--- src/sbw_regs.svh ---
// Register offsets, field positions, reset values and constants of the shared bus window.
// Assumes a plain word-indexed register port; included by the top module, checker and bench.
//
// Behaviour
// - External processor makes 32-bit reads and writes on the shared bus through window registers.
// - Window is a dedicated bus master, waiting for the arbiter's grant.
// - Every transfer uses the address held in the window address register.
// - Writing the plain data register stores the word and starts a bus write.
// - Reading plain data returns held word, starts bus read, result loads data.
// - Autoincrement register shares data word; address advances by four per started access.
// - Passive data register reads and writes the word without any bus transfer.
// - Bus error sets the error flag and loads data with 0x88888888.
// - Errors only come from missing regions or illegal registers; debug aid only.
// - While busy, all three data registers read 0x88888888.
// - Reads refused as busy never advance the address.
`ifndef SBW_REGS_SVH
`define SBW_REGS_SVH

`define SBW_ADDR_CONTROL      4'h0
`define SBW_ADDR_ADDRESS      4'h1
`define SBW_ADDR_DATA         4'h2
`define SBW_ADDR_DATA_AUTOINC 4'h3
`define SBW_ADDR_DATA_PASSIVE 4'h4
`define SBW_ADDR_IRQ_STATUS   4'h5
`define SBW_ADDR_IRQ_CLEAR    4'h6
`define SBW_ADDR_IRQ_ENABLE   4'h7
`define SBW_ADDR_ID           4'h8

`define SBW_CTRL_BUSY_BIT     0
`define SBW_CTRL_ERR_BIT      1
`define SBW_IRQ_DONE_BIT      0
`define SBW_IRQ_ERR_BIT       1

`define SBW_MARKER            32'h88888888
`define SBW_ADDR_STEP         32'h00000004
`define SBW_RESET_WORD        32'h00000000
`define SBW_RESET_IRQ         2'h0
// Arbitrary value, identifies this block revision only
`define SBW_ID_VALUE          32'h5B3E0001

`endif

--- src/sbw_pkg.sv ---
// Types shared by the shared bus window.
// Assumes sbw_regs.svh for numeric constants.
package sbw_pkg;

  typedef enum logic [2:0] {
    SBW_IDLE  = 3'b001,
    SBW_REQ   = 3'b010,
    SBW_WAIT  = 3'b100
  } sbw_state_type;

  // Request toward the shared system bus
  typedef struct packed {
    logic        req;
    logic        write;
    logic [31:0] address;
    logic [31:0] wdata;
  } sbw_bus_req_type;

  // Answer from the shared system bus
  typedef struct packed {
    logic        grant;
    logic        done;
    logic        error;
    logic [31:0] rdata;
  } sbw_bus_rsp_type;

  // Register port request
  typedef struct packed {
    logic [3:0]  address;
    logic [31:0] wdata;
    logic        write;
    logic        read;
  } sbw_reg_req_type;

endpackage : sbw_pkg

--- src/sbw_window.sv ---
// Shared bus window: register port for an external processor and a master port
// on the shared system bus. Assumes the bus answers with done or error per transfer.
`timescale 1ns/1ps
`include "sbw_regs.svh"

module sbw_window (
  // Clock and reset
  input  wire logic                     clk,
  input  wire logic                     reset_n,
  // Register port
  input  wire sbw_pkg::sbw_reg_req_type reg_req,
  output logic [31:0]                   reg_rdata,
  // Shared system bus master
  output sbw_pkg::sbw_bus_req_type      bus_req,
  input  wire sbw_pkg::sbw_bus_rsp_type bus_rsp,
  // Interrupt
  output logic                          irq
);

  ////////////////////////////////////////////////////////////////////////////
  sbw_pkg::sbw_state_type state;
  logic [31:0]            address;
  logic [31:0]            data;
  logic                   busy;
  logic                   err_flag;
  logic [1:0]             irq_status;
  logic [1:0]             irq_enable;
  logic                   is_data;
  logic                   is_inc;
  logic                   is_pass;
  logic                   start;
  logic                   start_write;
  logic                   finish;
  logic [1:0]             irq_event;
  logic [1:0]             irq_clear;
  logic [31:0]            next_rdata;

  assign busy    = (state != sbw_pkg::SBW_IDLE);
  assign is_data = (reg_req.address == `SBW_ADDR_DATA);
  assign is_inc  = (reg_req.address == `SBW_ADDR_DATA_AUTOINC);
  assign is_pass = (reg_req.address == `SBW_ADDR_DATA_PASSIVE);
  // Accesses while busy are refused so a transfer in flight is never overtaken
  assign start       = !busy && (is_data || is_inc) && (reg_req.read || reg_req.write);
  assign start_write = reg_req.write;
  assign finish      = (state == sbw_pkg::SBW_WAIT) && (bus_rsp.done || bus_rsp.error);

  ////////////////////////////////////////////////////////////////////////////
  // Transfer sequencer
  always_ff @(posedge clk) begin
    if (!reset_n) begin
      state <= sbw_pkg::SBW_IDLE;
    end else begin
      unique case (state)
        sbw_pkg::SBW_IDLE: begin
          if (start) begin
            state <= sbw_pkg::SBW_REQ;
          end
        end
        sbw_pkg::SBW_REQ: begin
          // Competes with other masters; holds request until granted
          if (bus_rsp.grant) begin
            state <= sbw_pkg::SBW_WAIT;
          end
        end
        sbw_pkg::SBW_WAIT: begin
          if (finish) begin
            state <= sbw_pkg::SBW_IDLE;
          end
        end
        default: begin
          state <= sbw_pkg::SBW_IDLE;
        end
      endcase
    end
  end

  always_ff @(posedge clk) begin
    if (!reset_n) begin
      bus_req <= '0;
    end else if (start) begin
      bus_req.req     <= 1'b1;
      bus_req.write   <= start_write;
      bus_req.address <= address;
      bus_req.wdata   <= reg_req.wdata;
    end else if (state == sbw_pkg::SBW_REQ && bus_rsp.grant) begin
      bus_req.req <= 1'b0;
    end
  end

  ////////////////////////////////////////////////////////////////////////////
  // Address register
  always_ff @(posedge clk) begin
    if (!reset_n) begin
      address <= `SBW_RESET_WORD;
    end else if (start && is_inc) begin
      address <= address + `SBW_ADDR_STEP;
    end else if (reg_req.write && reg_req.address == `SBW_ADDR_ADDRESS && !busy) begin
      address <= reg_req.wdata;
    end
  end

  // Data word, shared by all three data registers
  always_ff @(posedge clk) begin
    if (!reset_n) begin
      data <= `SBW_RESET_WORD;
    end else if (finish && bus_rsp.error) begin
      data <= `SBW_MARKER;
    end else if (finish && !bus_req.write) begin
      data <= bus_rsp.rdata;
    end else if (reg_req.write && !busy && (is_data || is_inc || is_pass)) begin
      data <= reg_req.wdata;
    end
  end

  // Error flag: a write of one to its control bit clears it, a new error wins
  always_ff @(posedge clk) begin
    if (!reset_n) begin
      err_flag <= 1'b0;
    end else if (finish && bus_rsp.error) begin
      err_flag <= 1'b1;
    end else if (reg_req.write && reg_req.address == `SBW_ADDR_CONTROL
                 && reg_req.wdata[`SBW_CTRL_ERR_BIT]) begin
      err_flag <= 1'b0;
    end
  end

  ////////////////////////////////////////////////////////////////////////////
  // Interrupt status, set wins over clear
  assign irq_event = {finish && bus_rsp.error, finish};
  assign irq_clear = (reg_req.write && reg_req.address == `SBW_ADDR_IRQ_CLEAR)
                     ? reg_req.wdata[1:0] : 2'h0;

  always_ff @(posedge clk) begin
    if (!reset_n) begin
      irq_status <= `SBW_RESET_IRQ;
    end else begin
      irq_status <= (irq_status & ~irq_clear) | irq_event;
    end
  end

  always_ff @(posedge clk) begin
    if (!reset_n) begin
      irq_enable <= `SBW_RESET_IRQ;
    end else if (reg_req.write && reg_req.address == `SBW_ADDR_IRQ_ENABLE) begin
      irq_enable <= reg_req.wdata[1:0];
    end
  end

  always_ff @(posedge clk) begin
    if (!reset_n) begin
      irq <= 1'b0;
    end else begin
      irq <= |(((irq_status & ~irq_clear) | irq_event) & irq_enable);
    end
  end

  ////////////////////////////////////////////////////////////////////////////
  // Read path
  always_comb begin
    next_rdata = 32'h00000000;
    unique case (reg_req.address)
      `SBW_ADDR_CONTROL: begin
        next_rdata[`SBW_CTRL_BUSY_BIT] = busy;
        next_rdata[`SBW_CTRL_ERR_BIT]  = err_flag;
      end
      `SBW_ADDR_ADDRESS: begin
        next_rdata = address;
      end
      `SBW_ADDR_DATA, `SBW_ADDR_DATA_AUTOINC, `SBW_ADDR_DATA_PASSIVE: begin
        next_rdata = busy ? `SBW_MARKER : data;
      end
      `SBW_ADDR_IRQ_STATUS: begin
        next_rdata[1:0] = irq_status;
      end
      `SBW_ADDR_IRQ_ENABLE: begin
        next_rdata[1:0] = irq_enable;
      end
      `SBW_ADDR_ID: begin
        next_rdata = `SBW_ID_VALUE;
      end
      default: begin
        next_rdata = 32'h00000000;
      end
    endcase
  end

  always_ff @(posedge clk) begin
    if (!reset_n) begin
      reg_rdata <= 32'h00000000;
    end else if (reg_req.read) begin
      reg_rdata <= next_rdata;
    end else begin
      reg_rdata <= 32'h00000000;
    end
  end

endmodule : sbw_window

--- config.mk ---
export PLATFORM = sky130hd
export DESIGN_NAME = sbw_window
export DESIGN_NICKNAME = d
export VERILOG_FILES = /design/src/sbw_pkg.sv /design/src/sbw_window.sv
export VERILOG_INCLUDE_DIRS = /design/src
export SDC_FILE = /design/constraint.sdc
export NUM_CORES = 1
export LEC_CHECK = 0
export ABC_AREA = 1
export BUFFER_PORTS_ARGS = -buffer_cell sky130_fd_sc_hd__buf_2
export CAP_MARGIN = 20
export CORE_ASPECT_RATIO = 1.75
export CORE_MARGIN = 3
export CORE_UTILIZATION = 25
export CTS_CLUSTER_SIZE = 16
export DETAILED_ROUTE_END_ITERATION = 16
export GPL_ROUTABILITY_DRIVEN = 1
export HOLD_SLACK_MARGIN = 0.08
export PLACE_DENSITY = 0.54
export RECOVER_POWER = 50
export SLEW_MARGIN = 5
export SYNTH_ARGS = -nofsm -noshare
export SYNTH_HDL_FRONTEND = slang
export SYNTH_SLANG_ARGS = --single-unit
--- constraint.sdc ---
create_clock -name clk -period 2.1 [get_ports clk]
set_input_delay 0.105 -clock clk [delete_from_list [all_inputs] [get_ports clk]]
set_output_delay 0.105 -clock clk [all_outputs]
set_load 0.1 [all_outputs]
==> After elaboration in Yosys (flattened, before gate mapping) <==
Cells that the tools add are included.
{ "word_totals": {"ff_bits": 171, "out_inout_bits": 99, "wordCells": 83} }
{ "classes": {"n_addsub": 1, "n_eq_ne": 15, "muxes": 17, "bitwise": 5, "n_reduce_logical": 32} }
{ "op_table": {"columns": ["op", "count"], "rows": [
  ["$mux 32", 6],
  ["$pmux 30 s3", 1],
  ["$add 32x3->32 const B", 1],
  ["$eq 4x3->1 const B", 4],
  ["$logic_and 1x1->1", 15],
  ["$pmux 2 s6", 1],
  ["$mux 3", 3],
  ["$pmux 3 s3", 1],
  ["$eq 4x2->1 const B", 2],
  ["$reduce_bool 2->1", 4],
  ["$ne 2x2->1 const B", 3],
  ["$and 2x2->2", 2],
  ["$eq 4x1->1 const B", 1],
  ["$eq 4x4->1 const B", 1],
  ["$logic_not 4->1", 1],
  ["$logic_or 1x1->1", 4],
  ["$mux 1", 4],
  ["$reduce_or 2->1", 2],
  ["$eq 3x1->1 const B", 1],
  ["$eq 3x2->1 const B", 1],
  ["$eq 3x3->1 const B", 1],
  ["$ne 3x1->1 const B", 1],
  ["$reduce_and 3->1", 1],
  ["$reduce_bool 3->1", 1],
  ["other kinds (7)", 8]
]} }

==> Longest topological paths before layout <==
Gate-level depths: netlist of the first run.
{ "logic_depth": {"word_depth": 8, "mapped_depth": 11, "ltp_nobuf": 11} }

==> Least setup slack after synthesis of the first run <==
OpenSTA, ideal clock, no wires.
{ "synth_path": {"path_type": "reg-to-reg", "start": "reg bus_req[64] (netlist name)", "end": "reg data[14]", "setup_time_ps": 122, "arrival_ps": 1855, "slack_ps": 123, "stages_incl_launch_ff": 7, "path_buffers": 2, "synth_period_minus_slack_ps": 1977, "path_cell_list": "dfxtp_1 -> nand3b_1 -> buf_2 -> buf_1 -> nand2_1 -> o211ai_1 -> a21oi_1"} }
{ "synth_via": {"elab_chain_len": 3, "word_cells_on_any_way": 4, "cone_classes": "mux (1); reduce/logical (3)"} }
{ "synth_lines": {"columns": ["item", "line_no", "text"], "rows": [
  ["start: declaration", "sbw_window.sv:14", "output sbw_pkg::sbw_bus_req_type bus_req,"],
  ["$logic_not 1->1 *", "sbw_window.sv:108", "end else if (finish && !bus_req.write) begin"],
  ["$logic_and 1x1->1 *", "sbw_window.sv:108", null],
  ["$mux 32 / $reduce_bool 2->1 (equally long branches)", null, null],
  ["end signal: assignment", "sbw_window.sv:107", "data <= `SBW_MARKER;"],
  ["end signal: assignment", "sbw_window.sv:109", "data <= bus_rsp.rdata;"],
  ["end signal: assignment", "sbw_window.sv:111", "data <= reg_req.wdata;"],
  ["end: declaration", "sbw_window.sv:23", "logic [31:0] data;"]
]} }
Mark *: on every way between the ends. The rest lies on a longest branch, timed or not.
A chain may end at the register's enable or synchronous reset.

==> Worst setup path in the final report of the first run <==
{ "layout_path": {"start": "reg state[1]", "end": "reg data[23]"} }
{ "layout_via": {"elab_chain_len": 5, "word_cells_on_any_way": 11, "cone_classes": "eq/ne (2); mux (2); reduce/logical (7)"} }
{ "layout_lines": {"columns": ["item", "line_no", "text"], "rows": [
  ["start: declaration", "sbw_window.sv:21", "sbw_pkg::sbw_state_type state;"],
  ["start signal: assignment", "sbw_window.sv:51", "state <= sbw_pkg::SBW_IDLE;"],
  ["start signal: assignment", "sbw_window.sv:56", "state <= sbw_pkg::SBW_REQ;"],
  ["start signal: assignment", "sbw_window.sv:62", "state <= sbw_pkg::SBW_WAIT;"],
  ["$eq 3x3->1 / $ne 3x1->1 (equally long branches)", "sbw_window.sv:45, sbw_window.sv:38", null],
  ["$logic_and 1x1->1 / $logic_not 1->1 (equally long branches)", "sbw_window.sv:45, sbw_window.sv:110", null],
  ["$logic_and 1x1->1, on equally long branches", "sbw_window.sv:108, sbw_window.sv:110", null],
  ["$mux 32 / $logic_and 1x1->1 (equally long branches)", "sbw_window.sv:108, sbw_window.sv:110", null],
  ["$mux 32 / $reduce_bool 3->1 (equally long branches)", null, null],
  ["end signal: assignment", "sbw_window.sv:105", "data <= `SBW_RESET_WORD;"],
  ["end signal: assignment", "sbw_window.sv:107", null],
  ["end signal: assignment", "sbw_window.sv:109", null]
]} }
Several ways; a longest one is shown, not always the timed one.

==> results of run 1 <==
==> cells in the final DEF, fill, tap and decap left out, types with 8 or more instances in the layout <==
cell type | netlist | layout
clkbuf_16 | 0 | 17
dfxtp_1 | 171 | 171
o211ai_1 | 27 | 27
nand3_1 | 54 | 54
inv_2 | 7 | 8
nor2_2 | 7 | 8
a22oi_1 | 14 | 14
a21oi_1 | 114 | 113
nand2_1 | 251 | 252
buf_2 | 18 | 74
buf_4 | 5 | 32
dlygate4sd3_1 | 0 | 75
a31oi_1 | 8 | 8
nor2_1 | 136 | 135
clkbuf_1 | 30 | 101
inv_1 | 74 | 73
o21ai_0 | 100 | 100
==> registers in the layout, indices dropped and copies added (netlist names) <==
name / cells
data: 32
address: 32
state: 3
reg_rdata: 32
err_flag: 1
irq: 1
irq_status: 2
bus_req: 66
irq_enable: 2
==> power groups by stage <==
stage	logic (uW)	clock network, uW	registers (uW)
after floorplan	327	0	3940
after global placement	1130	0	3490
after detailed placement	1130	0	3490
final	1210	3150	3420
after CTS	1230	3240	3420
after global routing	1280	3360	3430
==> repair_timing <==
action	in CTS	in global routing
buffers inserted	0	5
endpoints found under the setup margin	0	3
endpoints found under the hold margin	98	0
hold buffers	75	0
resized for setup	0	4
==> per-stage QoR <==
| stage | area [sq um] | TNS [ns] | hold slack (ns) | cells |
|---|---|---|---|---|
| 2_1_floorplan | 7570 | 0 | 0.252 | 1071 |
| 3_3_place_gp | 8900 | 0 | 0.394 | 1598 |
| 3_5_place_dp | 8900 | 0 | 0.403 | 1598 |
| 4_1_cts | 10200 | 0 | 0.0825 | 1705 |
| 5_1_grt | 10100 | -0.0393 | 0.120 | 1710 |
| 6_report | 10100 | 0 | 0.102 | 1710 |
==> worst max path at each step <==
stage,endpoint,startpoint
2_1_floorplan,data[14],bus_req[64]
3_3_place_gp,bus_req[37],state[2]
3_5_place_dp,bus_req[37],state[2]
4_1_cts,bus_req[37],state[2]
5_1_grt,data[7],state[1]
6_report,data[23],state[1]
==> final cells by class <==
type | count | area [sq um]
Inverter | 81 | 304
Tap cell | 382 | 478
Fill cell | 3229 | 19500
Clock buffer | 19 | 443
Clock inverter | 13 | 135
Timing Repair Buffer | 286 | 1800
Multi-Input combinational cell | 758 | 3540
Sequential cell | 171 | 3420
==> kinds of logic (layout without fill, tap and decap cells) <==
| group | Yosys count | count (layout) | synth area share (%) |
|---|---|---|---|
| adder cells (fa/ha/maj) | 1 | 1 | 0.165 |
| flip-flops | 171 | 171 | 45.2 |
| AND/OR/NAND/NOR | 473 | 473 | 25.7 |
| AO/OA/AOI/OAI | 276 | 276 | 20.0 |
| XOR/XNOR | 8 | 8 | 0.926 |
| buffers and inverters | 142 | 399 | 7.98 |
==> worst max-delay path, delay by kind of cell (launching register included) <==
kind,cells,cell delay [ns]
AOI/OAI and AO/OA,1,0.13
buffers and inverters,3,0.83
DFF,1,0.31
and+or+nand+nor,6,0.61
==> per-layer routing <==
layer / routed length [microns] / global-route usage [%] / up-vias
li1: - / - / 4010
met3: 1240 / 2.77 / 62
met1: 11800 / 20.6 / 3717
met4: 1530 / 11.0 / 0
met2: 16600 / 34.7 / 250
met5: 0 / 0 / -
==> summary.log, run 1 <==
INFO  worst_hold_path timing.hold.worst_endpoint=state[0]
INFO  global_routing grtUsageTotal=19.2%
INFO  timing         final-max-slew-violation-count=0
INFO  die            fp.coreArea=29600squm
INFO  logic_synthesis synth_top_area_share=45.2%
INFO  clock_network  cts.path.max_buffers=2
INFO  global_routing grt.overflow.total=0
INFO  clock_network  clockRootBuffer=clkbuf_16
INFO  placed_design  post-dp-hpwl=23500microns
INFO  logic_synthesis async_reset_ff_share=0%
INFO  logic_synthesis synth_area_leaders=dfxtp_1, nand2_1, a21oi_1
INFO  timing         fin_crit=2.00ns
INFO  critical_path  worst_r2r_startpoint=state[1]
INFO  flow_run       max-cap-violations=0
INFO  logic_synthesis yosysMostFrequentCell=nand2_1
INFO  critical_path  critical_path_class=flip-flop to flip-flop
INFO  critical_path  max_stage_delay=0.56ns
INFO  power          leakage_power_summed_over_all_cells=0.00403uW
INFO  power          power.total=7780uW
INFO  timing         max_slew_margin=17.6%
INFO  logic_synthesis post-synth-top-area-cell=dfxtp_1
INFO  die            die_area=32500squm
INFO  routing        routedWlPerCell=18.2microns
INFO  power          vdd_ir_drop_max=0.545mV
INFO  logic_synthesis syn_area=7570squm
INFO  timing         worst_slack=0.103ns
INFO  logic_synthesis synth_commonest_cells=nand2_1, dfxtp_1, nor2_1
INFO  routing        remaining_drcs=0
INFO  timing         report.final.setup_viol=0
INFO  critical_path  regToRegEndpoint=data[23]
INFO  clock_network  cts_inserted_buffers=17
INFO  die            floorplan.initialDensity=25.6%
INFO  timing         max_slew.worst_pin.slew=1.24ns
INFO  placed_design  io_buffer_count=173
INFO  timing         period_share=95.1%
INFO  finish         finish.utilization=34.2%
INFO  finish         syn2layout_area_growth=33.8%
INFO  routing        first_pass_iters=5
INFO  power          power.sequential.fraction=44.0%
INFO  critical_path  worstPathRequired=2.44ns
INFO  routing        route.detailed.vias_per_inst=4.70
INFO  routing        count_of_antenna_violating_nets_left_after_detailed_routing=0
INFO  logic_synthesis syn_nets=1147
INFO  die            floorplan.die.height=236microns
INFO  logic_synthesis syn_area_per_cell=7.07squm
INFO  logic_synthesis synth-edff-count=0
INFO  critical_path  worst_setup_path_end_kind=flip-flop
INFO  power          p_int=5340uW
INFO  logic_synthesis total_of_flip_flops_plus_latches_after_synthesis=171
INFO  critical_path  worstPathMaxFanout=11
INFO  die            top_level_ports=174
INFO  logic_synthesis ys_seq_area_share=45.2%
INFO  global_routing number_of_antenna_violations_at_the_first_check_in_global_routing=0
INFO  global_routing wire_length_of_the_first_global_routing_pass=46600microns
INFO  die            placement_rows=83
INFO  logic_synthesis synthesis.instances=1071
INFO  critical_path  crit_path_cell_trace=inv_1 -> nand2_1 -> nor2_2 -> nand3b_1 -> buf_6 -> nand2_1 -> nand2_1 -> dlygate4sd3_1 -> a21oi_1 -> nor2_1
INFO  timing         clock_skew=0.00779ns
INFO  power          switching_share=31.3%
INFO  critical_path  reg2regPathDepth=10
INFO  power          comb_power_share=15.5%
INFO  timing         final_hold_violating_endpoints=0
INFO  finish         antenna_cells_inserted=0
INFO  die            die_wd=138microns
INFO  logic_synthesis synth-warning-count=0
INFO  power          p_switching=2430uW
INFO  global_routing first_global_vias=7922
INFO  routing        vias=8039
INFO  clock_network  clk_pin_slew_worst_paths=0.07ns
INFO  placed_design  place_ws=0.0515ns
INFO  power          power_density=768nW/um^2
INFO  finish         final_layout_size_suffix_gt1_share=12.9%
INFO  critical_path  cpMostUsedCell=nand2_1
INFO  clock_network  h-tree-depth=4
INFO  global_routing grt_max_degree=62
INFO  critical_path  setup.worst_path.start_class=flip-flop
INFO  finish         layout.nets=1391
INFO  critical_path  data_arrival_time_of_the_critical_path=2.33ns
INFO  run_status     status=finished, final reports clean
INFO  worst_hold_path hold_crit_path_type=input pin to flip-flop
INFO  routing        iter_0_drt_violations=451
INFO  clock_network  cts_num_sinks=171
INFO  worst_hold_path worstHoldPathCells=5
INFO  routing        routed_wirelength=31100microns
INFO  logic_synthesis synth-main-ff-cell=dfxtp_1
INFO  critical_path  setup_slack_of_the_most_critical_reg_to_reg_path=0.10ns
INFO  worst_hold_path hp-start=bus_rsp[32]
INFO  clock_network  cts_tree=done
INFO  timing         max_clock_freq=501MHz
INFO  critical_path  crit_slowest_cell=dlygate4sd3_1
INFO  placed_design  gpl.final_weighted_congestion=0.949
INFO  clock_network  insertion_delay_of_the_later_clocked_pin_in_the_worst_skew_pair=0.45ns
INFO  logic_synthesis synth_cell_types=35
INFO  power          p_clk_share=40.5%
Note: power is estimated with default switching activity, not from simulation.
==> inputs of run 2 (changes only) <==
==> constraint.sdc (replaced) <==
create_clock -name clk -period 2.1 [get_ports clk]
set_input_delay 0.42 -clock clk [delete_from_list [all_inputs] [get_ports clk]]
set_output_delay 0.42 -clock clk [all_outputs]
set_load 0.1 [all_outputs]
==> run 2 against run 1 <==
Against the previous run: wire length is 4.8% lower; via count is 3.9% lower; register-to-register slack better by 0.13 ns; global-route usage is 0.77 points lower; worst setup slack better by 0.13 ns; sequential share of layout area is 1.9 points higher; non-clock buffer count is 76 lower; total power is 3.0% higher; sequential power hardly changed; clock power is 9.8% higher; core utilization is 1.9 points lower; die area stayed put; critical endpoint is now address[24]; largest cell class unchanged.
==> summary.log, run 2 (synthesis results as in run 1) <==
INFO  routing        count_of_antenna_violating_nets_left_after_detailed_routing=0
INFO  flow_run       max-cap-violations=0
INFO  timing         max_slew_margin=44.6%
INFO  run_status     status=finished, final reports clean
INFO  global_routing wire_length_of_the_first_global_routing_pass=44400microns
INFO  finish         layout.nets=1315
INFO  critical_path  setup.worst_path.start_class=flip-flop
INFO  routing        route.met3.wl=1300microns
INFO  routing        vias=7723
INFO  routing        first_pass_iters=5
INFO  global_routing grt_max_degree=62
INFO  clock_network  h-tree-depth=4
INFO  timing         period_share=89.0%
INFO  routing        remaining_drcs=0
INFO  clock_network  clockRootBuffer=clkbuf_16
INFO  routing        routed_wirelength=29700microns
INFO  critical_path  worstPathMaxFanout=4
INFO  die            floorplan.initialDensity=25.6%
INFO  critical_path  worstPathRequired=2.39ns
INFO  clock_network  cts_tree=done
INFO  finish         max_ffs_per_register=66
INFO  die            fp.coreArea=29600squm
INFO  die            placement_rows=83
INFO  power          leakage_power_summed_over_all_cells=0.00413uW
INFO  routing        route.detailed.vias_per_inst=4.73
INFO  finish         top_register=bus_req
INFO  worst_hold_path hold_crit_path_type=input pin to flip-flop
INFO  power          power_density=836nW/um^2
INFO  placed_design  gpl.final_weighted_congestion=0.913
INFO  die            floorplan.die.height=236microns
INFO  timing         max_slew.worst_pin.slew=0.830ns
INFO  power          vdd_ir_drop_max=0.626mV
INFO  clock_network  insertion_delay_of_the_later_clocked_pin_in_the_worst_skew_pair=0.45ns
INFO  clock_network  post_cts_hold_buffer_count=0
INFO  routing        iter_0_drt_violations=555
INFO  global_routing grt.overflow.total=0
INFO  critical_path  worst_setup_path_end_kind=flip-flop
INFO  finish         layout.cells.most_common=nand2_1
INFO  timing         max_clock_freq=535MHz
INFO  finish         layout_common_cells=nand2_1, dfxtp_1, nor2_1
INFO  timing         rsz0062_at_grt=no
INFO  clock_network  clk_pin_slew_worst_paths=0.07ns
INFO  clock_network  cts.path.max_buffers=2
INFO  timing         report.final.setup_viol=0
INFO  placed_design  post-dp-hpwl=23100microns
INFO  die            die_wd=138microns
INFO  clock_network  post_cts_buffers=0
INFO  routing        met2RoutedLength=15600microns
INFO  timing         tns=0ns
INFO  timing         final_hold_violating_endpoints=0
INFO  routing        topRoutingLayerUsed=met4
INFO  clock_network  post_cts_resize_count=0
INFO  finish         syn2layout_area_growth=26.5%
INFO  finish         final_layout_size_suffix_gt1_share=20.9%
INFO  placed_design  io_buffer_count=173
INFO  routing        routedWlPerCell=18.1microns
INFO  clock_network  cts_num_sinks=171
INFO  global_routing first_global_vias=7636
INFO  clock_network  cts_inserted_buffers=17
INFO  global_routing grtUsageTotal=18.4%
INFO  timing         fin_crit=1.87ns
INFO  critical_path  critical_path_class=flip-flop to flip-flop
INFO  global_routing number_of_antenna_violations_at_the_first_check_in_global_routing=0
INFO  routing        m1WireLength=11100microns
INFO  timing         final-max-slew-violation-count=0
INFO  die            die_area=32500squm
INFO  timing         clock_skew=0.0133ns
INFO  power          power.total=8010uW
INFO  die            top_level_ports=174
INFO  finish         antenna_cells_inserted=0
INFO  critical_path  data_arrival_time_of_the_critical_path=2.16ns
[run 2: changes by cell type in the layout (fill, tap and decap cells not counted), moves of 4 or more]
cell and delta:
clkbuf_1 -98, clkbuf_2 +84, dlygate4sd3_1 -75, buf_2 +14, buf_12 +4, clkinvlp_4 -4
[run 2: worst max-delay path: stages, from the launching register on]
cell and delay, ns:
dfxtp_1 0.42, ha_1 0.21, nand2_1 0.09, nor2_2 0.12
buf_4 0.13, nand2_1 0.07, nor2_1 0.33, nand2_1 0.10
nand2_1 0.07, nand2_1 0.06, nand2_1 0.05, a21oi_1 0.05
[run 2: path summary, 6_finish.rpt]
path / from / endpoint / slack (ns) / cells after the start
setup / recovery: address[2] / address[24] / 0.23 / 11
hold / removal: reg_req[2] / irq_enable[0] / 0.26 / 3
setup reg to reg: address[2] / address[24] / 0.23 / 11
hold reg to reg: data[5] / data[5] / 0.47 / 2
[run 2: final cells by class]
class	count	area (sq um)
well taps	382	478
flip-flops and latches	171	3420
multi-input cells	758	3530
fillers	3266	20000
inverters	81	304
clock inverters	15	208
repair buffers	210	1210
clock buffers	17	425
[run 2: power by group]
part | switching [uW] | internal, uW | leakage [uW]
Combinational | 877 | 239 | 0.00243
Sequential | 78.8 | 3350 | 0.00139
Clock | 1450 | 2020 | 0.000315
[run 2: per-stage QoR]
| step | setup WS [ns] | std cells | hold WS (ns) | utilization (%) | area [sq um] |
|---|---|---|---|---|---|
| floorplan | 0.123 | 1071 | 0.438 | - | 7570 |
| global placement | 0.157 | 1602 | 0.452 | 30.3 | 8960 |
| CTS | 0.199 | 1634 | 0.235 | 32.4 | 9600 |
| global route | 0.00272 | 1634 | 0.263 | 32.4 | 9580 |
| finish | 0.231 | 1634 | 0.256 | 32.4 | 9580 |
| detailed placement | 0.126 | 1602 | 0.456 | 30.3 | 8960 |
[run 2: per-layer routing]
| metal | track usage (%) | vias up |
|---|---|---|
| met3 | 3.03 | 59 |
| met5 | 0 | - |
| met1 | 19.8 | 3571 |
| li1 | - | 3854 |
| met2 | 32.9 | 239 |
| met4 | 10.7 | 0 |
==> inputs of run 3 (changes only) <==
Settings changed: CTS_CLUSTER_DIAMETER set to 200, RECOVER_POWER 50 to 100.
==> run 3 against run 2 <==
Against the previous run: design area is essentially flat; via count is 0.12% higher; worst hold slack about the same; global-route usage unchanged; core utilization is essentially flat; largest cell class unchanged; flip-flop and latch count is the same; critical path depth fell by 3; wire length rose by 0.10%; worst setup slack got worse by 0.027 ns; first-iteration DRC count decreased by 7.0%; highest routed layer unchanged; maximum frequency shrank 1.4%; critical endpoint is now data[2]; total power is 0.13% lower.
==> summary.log, run 3 (synthesis results as in run 1) <==
INFO  worst_hold_path hold_crit_path_type=input pin to flip-flop
INFO  power          power_density=836nW/um^2
INFO  global_routing number_of_antenna_violations_at_the_first_check_in_global_routing=0
INFO  routing        routedWlPerCell=18.2microns
INFO  critical_path  regToRegEndpoint=data[2]
INFO  routing        route.detailed.vias_per_inst=4.73
INFO  global_routing first_global_vias=7636
INFO  finish         antenna_cells_inserted=0
INFO  finish         top_register=bus_req
INFO  clock_network  cts.path.max_buffers=2
INFO  die            floorplan.die.height=236microns
INFO  placed_design  post-dp-hpwl=23100microns
INFO  clock_network  cts_tree=done
INFO  power          power.total=8000uW
INFO  power          leakage_power_summed_over_all_cells=0.00411uW
INFO  placed_design  dp_cells=1602
INFO  routing        routed_wirelength=29700microns
INFO  routing        remaining_drcs=0
INFO  critical_path  worst_setup_path_end_kind=flip-flop
INFO  timing         fin_crit=1.90ns
INFO  die            placement_rows=83
INFO  timing         final_hold_violating_endpoints=0
INFO  clock_network  cts_inserted_buffers=17
INFO  critical_path  worstPathRequired=2.48ns
INFO  finish         finish.utilization=32.3%
INFO  critical_path  worst_r2r_startpoint=state[1]
INFO  clock_network  post_cts_buffers=0
INFO  clock_network  h-tree-depth=4
INFO  die            top_level_ports=174
INFO  timing         clock_skew=0.0127ns
INFO  critical_path  setup_slack_of_the_most_critical_reg_to_reg_path=0.20ns
INFO  worst_hold_path hp-start=reg_req[3]
INFO  finish         multi_input_logic_area=3520squm
INFO  placed_design  gpl.final_weighted_congestion=0.913
INFO  timing         max_clock_freq=528MHz
INFO  timing         period_share=90.3%
INFO  routing        first_pass_iters=5
INFO  timing         max_slew_margin=44.1%
INFO  clock_network  post_cts_resize_count=0
INFO  die            floorplan.initialDensity=25.6%
INFO  power          vdd_ir_drop_max=0.629mV
INFO  finish         fillerInstances=3267
INFO  die            die_wd=138microns
INFO  finish         max_ffs_per_register=66
INFO  timing         rsz0062_at_grt=no
INFO  finish         layout.nets=1315
INFO  timing         final-max-slew-violation-count=0
INFO  clock_network  post_cts_hold_buffer_count=0
INFO  critical_path  reg2regPathDepth=8
INFO  finish         layout.cells.most_common=nand2_1
INFO  finish         area.sequential=3420squm
INFO  timing         max_slew.worst_pin.slew=0.838ns
INFO  timing         report.final.setup_viol=0
INFO  critical_path  setup.worst_path.start_class=flip-flop
INFO  worst_hold_path timing.hold.worst_endpoint=irq_enable[1]
INFO  worst_hold_path worstHoldPathCells=3
INFO  global_routing grt.overflow.total=0
INFO  clock_network  cts_num_sinks=171
INFO  routing        count_of_antenna_violating_nets_left_after_detailed_routing=0
INFO  critical_path  data_arrival_time_of_the_critical_path=2.28ns
INFO  routing        iter_0_drt_violations=516
INFO  critical_path  worstPathMaxFanout=17
INFO  die            die_area=32500squm
INFO  routing        vias=7732
INFO  timing         tns=0ns
INFO  flow_run       max-cap-violations=0
INFO  critical_path  critPathLaunch=state[1]
INFO  clock_network  insertion_delay_of_the_later_clocked_pin_in_the_worst_skew_pair=0.45ns
INFO  clock_network  clockRootBuffer=clkbuf_16
INFO  critical_path  critical_path_class=flip-flop to flip-flop
INFO  finish         layout_common_cells=nand2_1, dfxtp_1, nor2_1
INFO  finish         final_cell_count_no_fill=1634
INFO  finish         final_layout_size_suffix_gt1_share=20.7%
INFO  global_routing wire_length_of_the_first_global_routing_pass=44400microns
INFO  placed_design  io_buffer_count=173
INFO  finish         syn2layout_area_growth=26.4%
INFO  global_routing grtUsageTotal=18.4%
INFO  global_routing grt_max_degree=62
INFO  die            fp.coreArea=29600squm
INFO  run_status     status=finished, final reports clean
INFO  clock_network  clk_pin_slew_worst_paths=0.07ns
==> run 3: cell types whose count changed in the layout (fill, tap and decap cells not counted), sizes merged <==
cell / delta
buf: -15
clkbuf: +15
==> run 3: worst max-delay path by stage <==
stage,slack [ns],endpoint
after floorplan,0.12,data[14]
after global placement,0.16,address[4]
after detailed placement,0.13,address[4]
after CTS,0.20,address[20]
after global routing,0.003,address[24]
final,0.20,data[2]
==> run 3: where the power goes <==
group	switching [uW]	internal [uW]	total, uW
combinational	876	238	1110
sequential	79.3	3350	3430
clock	1440	2010	3460
total	2400	5600	8000
==> run 3: per-layer routing <==
layer | track usage (%) | up-vias | routed length [microns]
li1 | - | 3859 | -
met1 | 19.8 | 3576 | 11200
met2 | 32.9 | 232 | 15500
met3 | 3.03 | 65 | 1280
met4 | 10.7 | 0 | 1720
met5 | 0 | - | 0
==> run 3: critical path, cell delays in order (launching register included) <==
cell      delay, ns
dfxtp_1        0.32
inv_1          0.07
nand2_1        0.05
nor2_1         0.16
nand3b_1       0.37
nand2_1        0.28
buf_4          0.28
o211ai_1       0.14
a21oi_1        0.14
==> run 3: through the flow <==
| stage | hold WS (ns) | instance area, sq um | worst slack (ns) |
|---|---|---|---|
| 2_1_floorplan | 0.438 | 7570 | 0.123 |
| 3_3_place_gp | 0.452 | 8960 | 0.157 |
| 3_5_place_dp | 0.456 | 8960 | 0.126 |
| 4_1_cts | 0.235 | 9600 | 0.199 |
| 5_1_grt | 0.263 | 9570 | 0.00274 |
| 6_report | 0.256 | 9570 | 0.205 |
==> run 3: area by class of cell <==
type,instances,area share (%)
timing repair buffer,210,12.6
clock inverter,15,2.17
inverter,81,3.18
tap,382,4.99
multi-input combinational,758,36.8
sequential,171,35.8
clock buffer,17,4.45
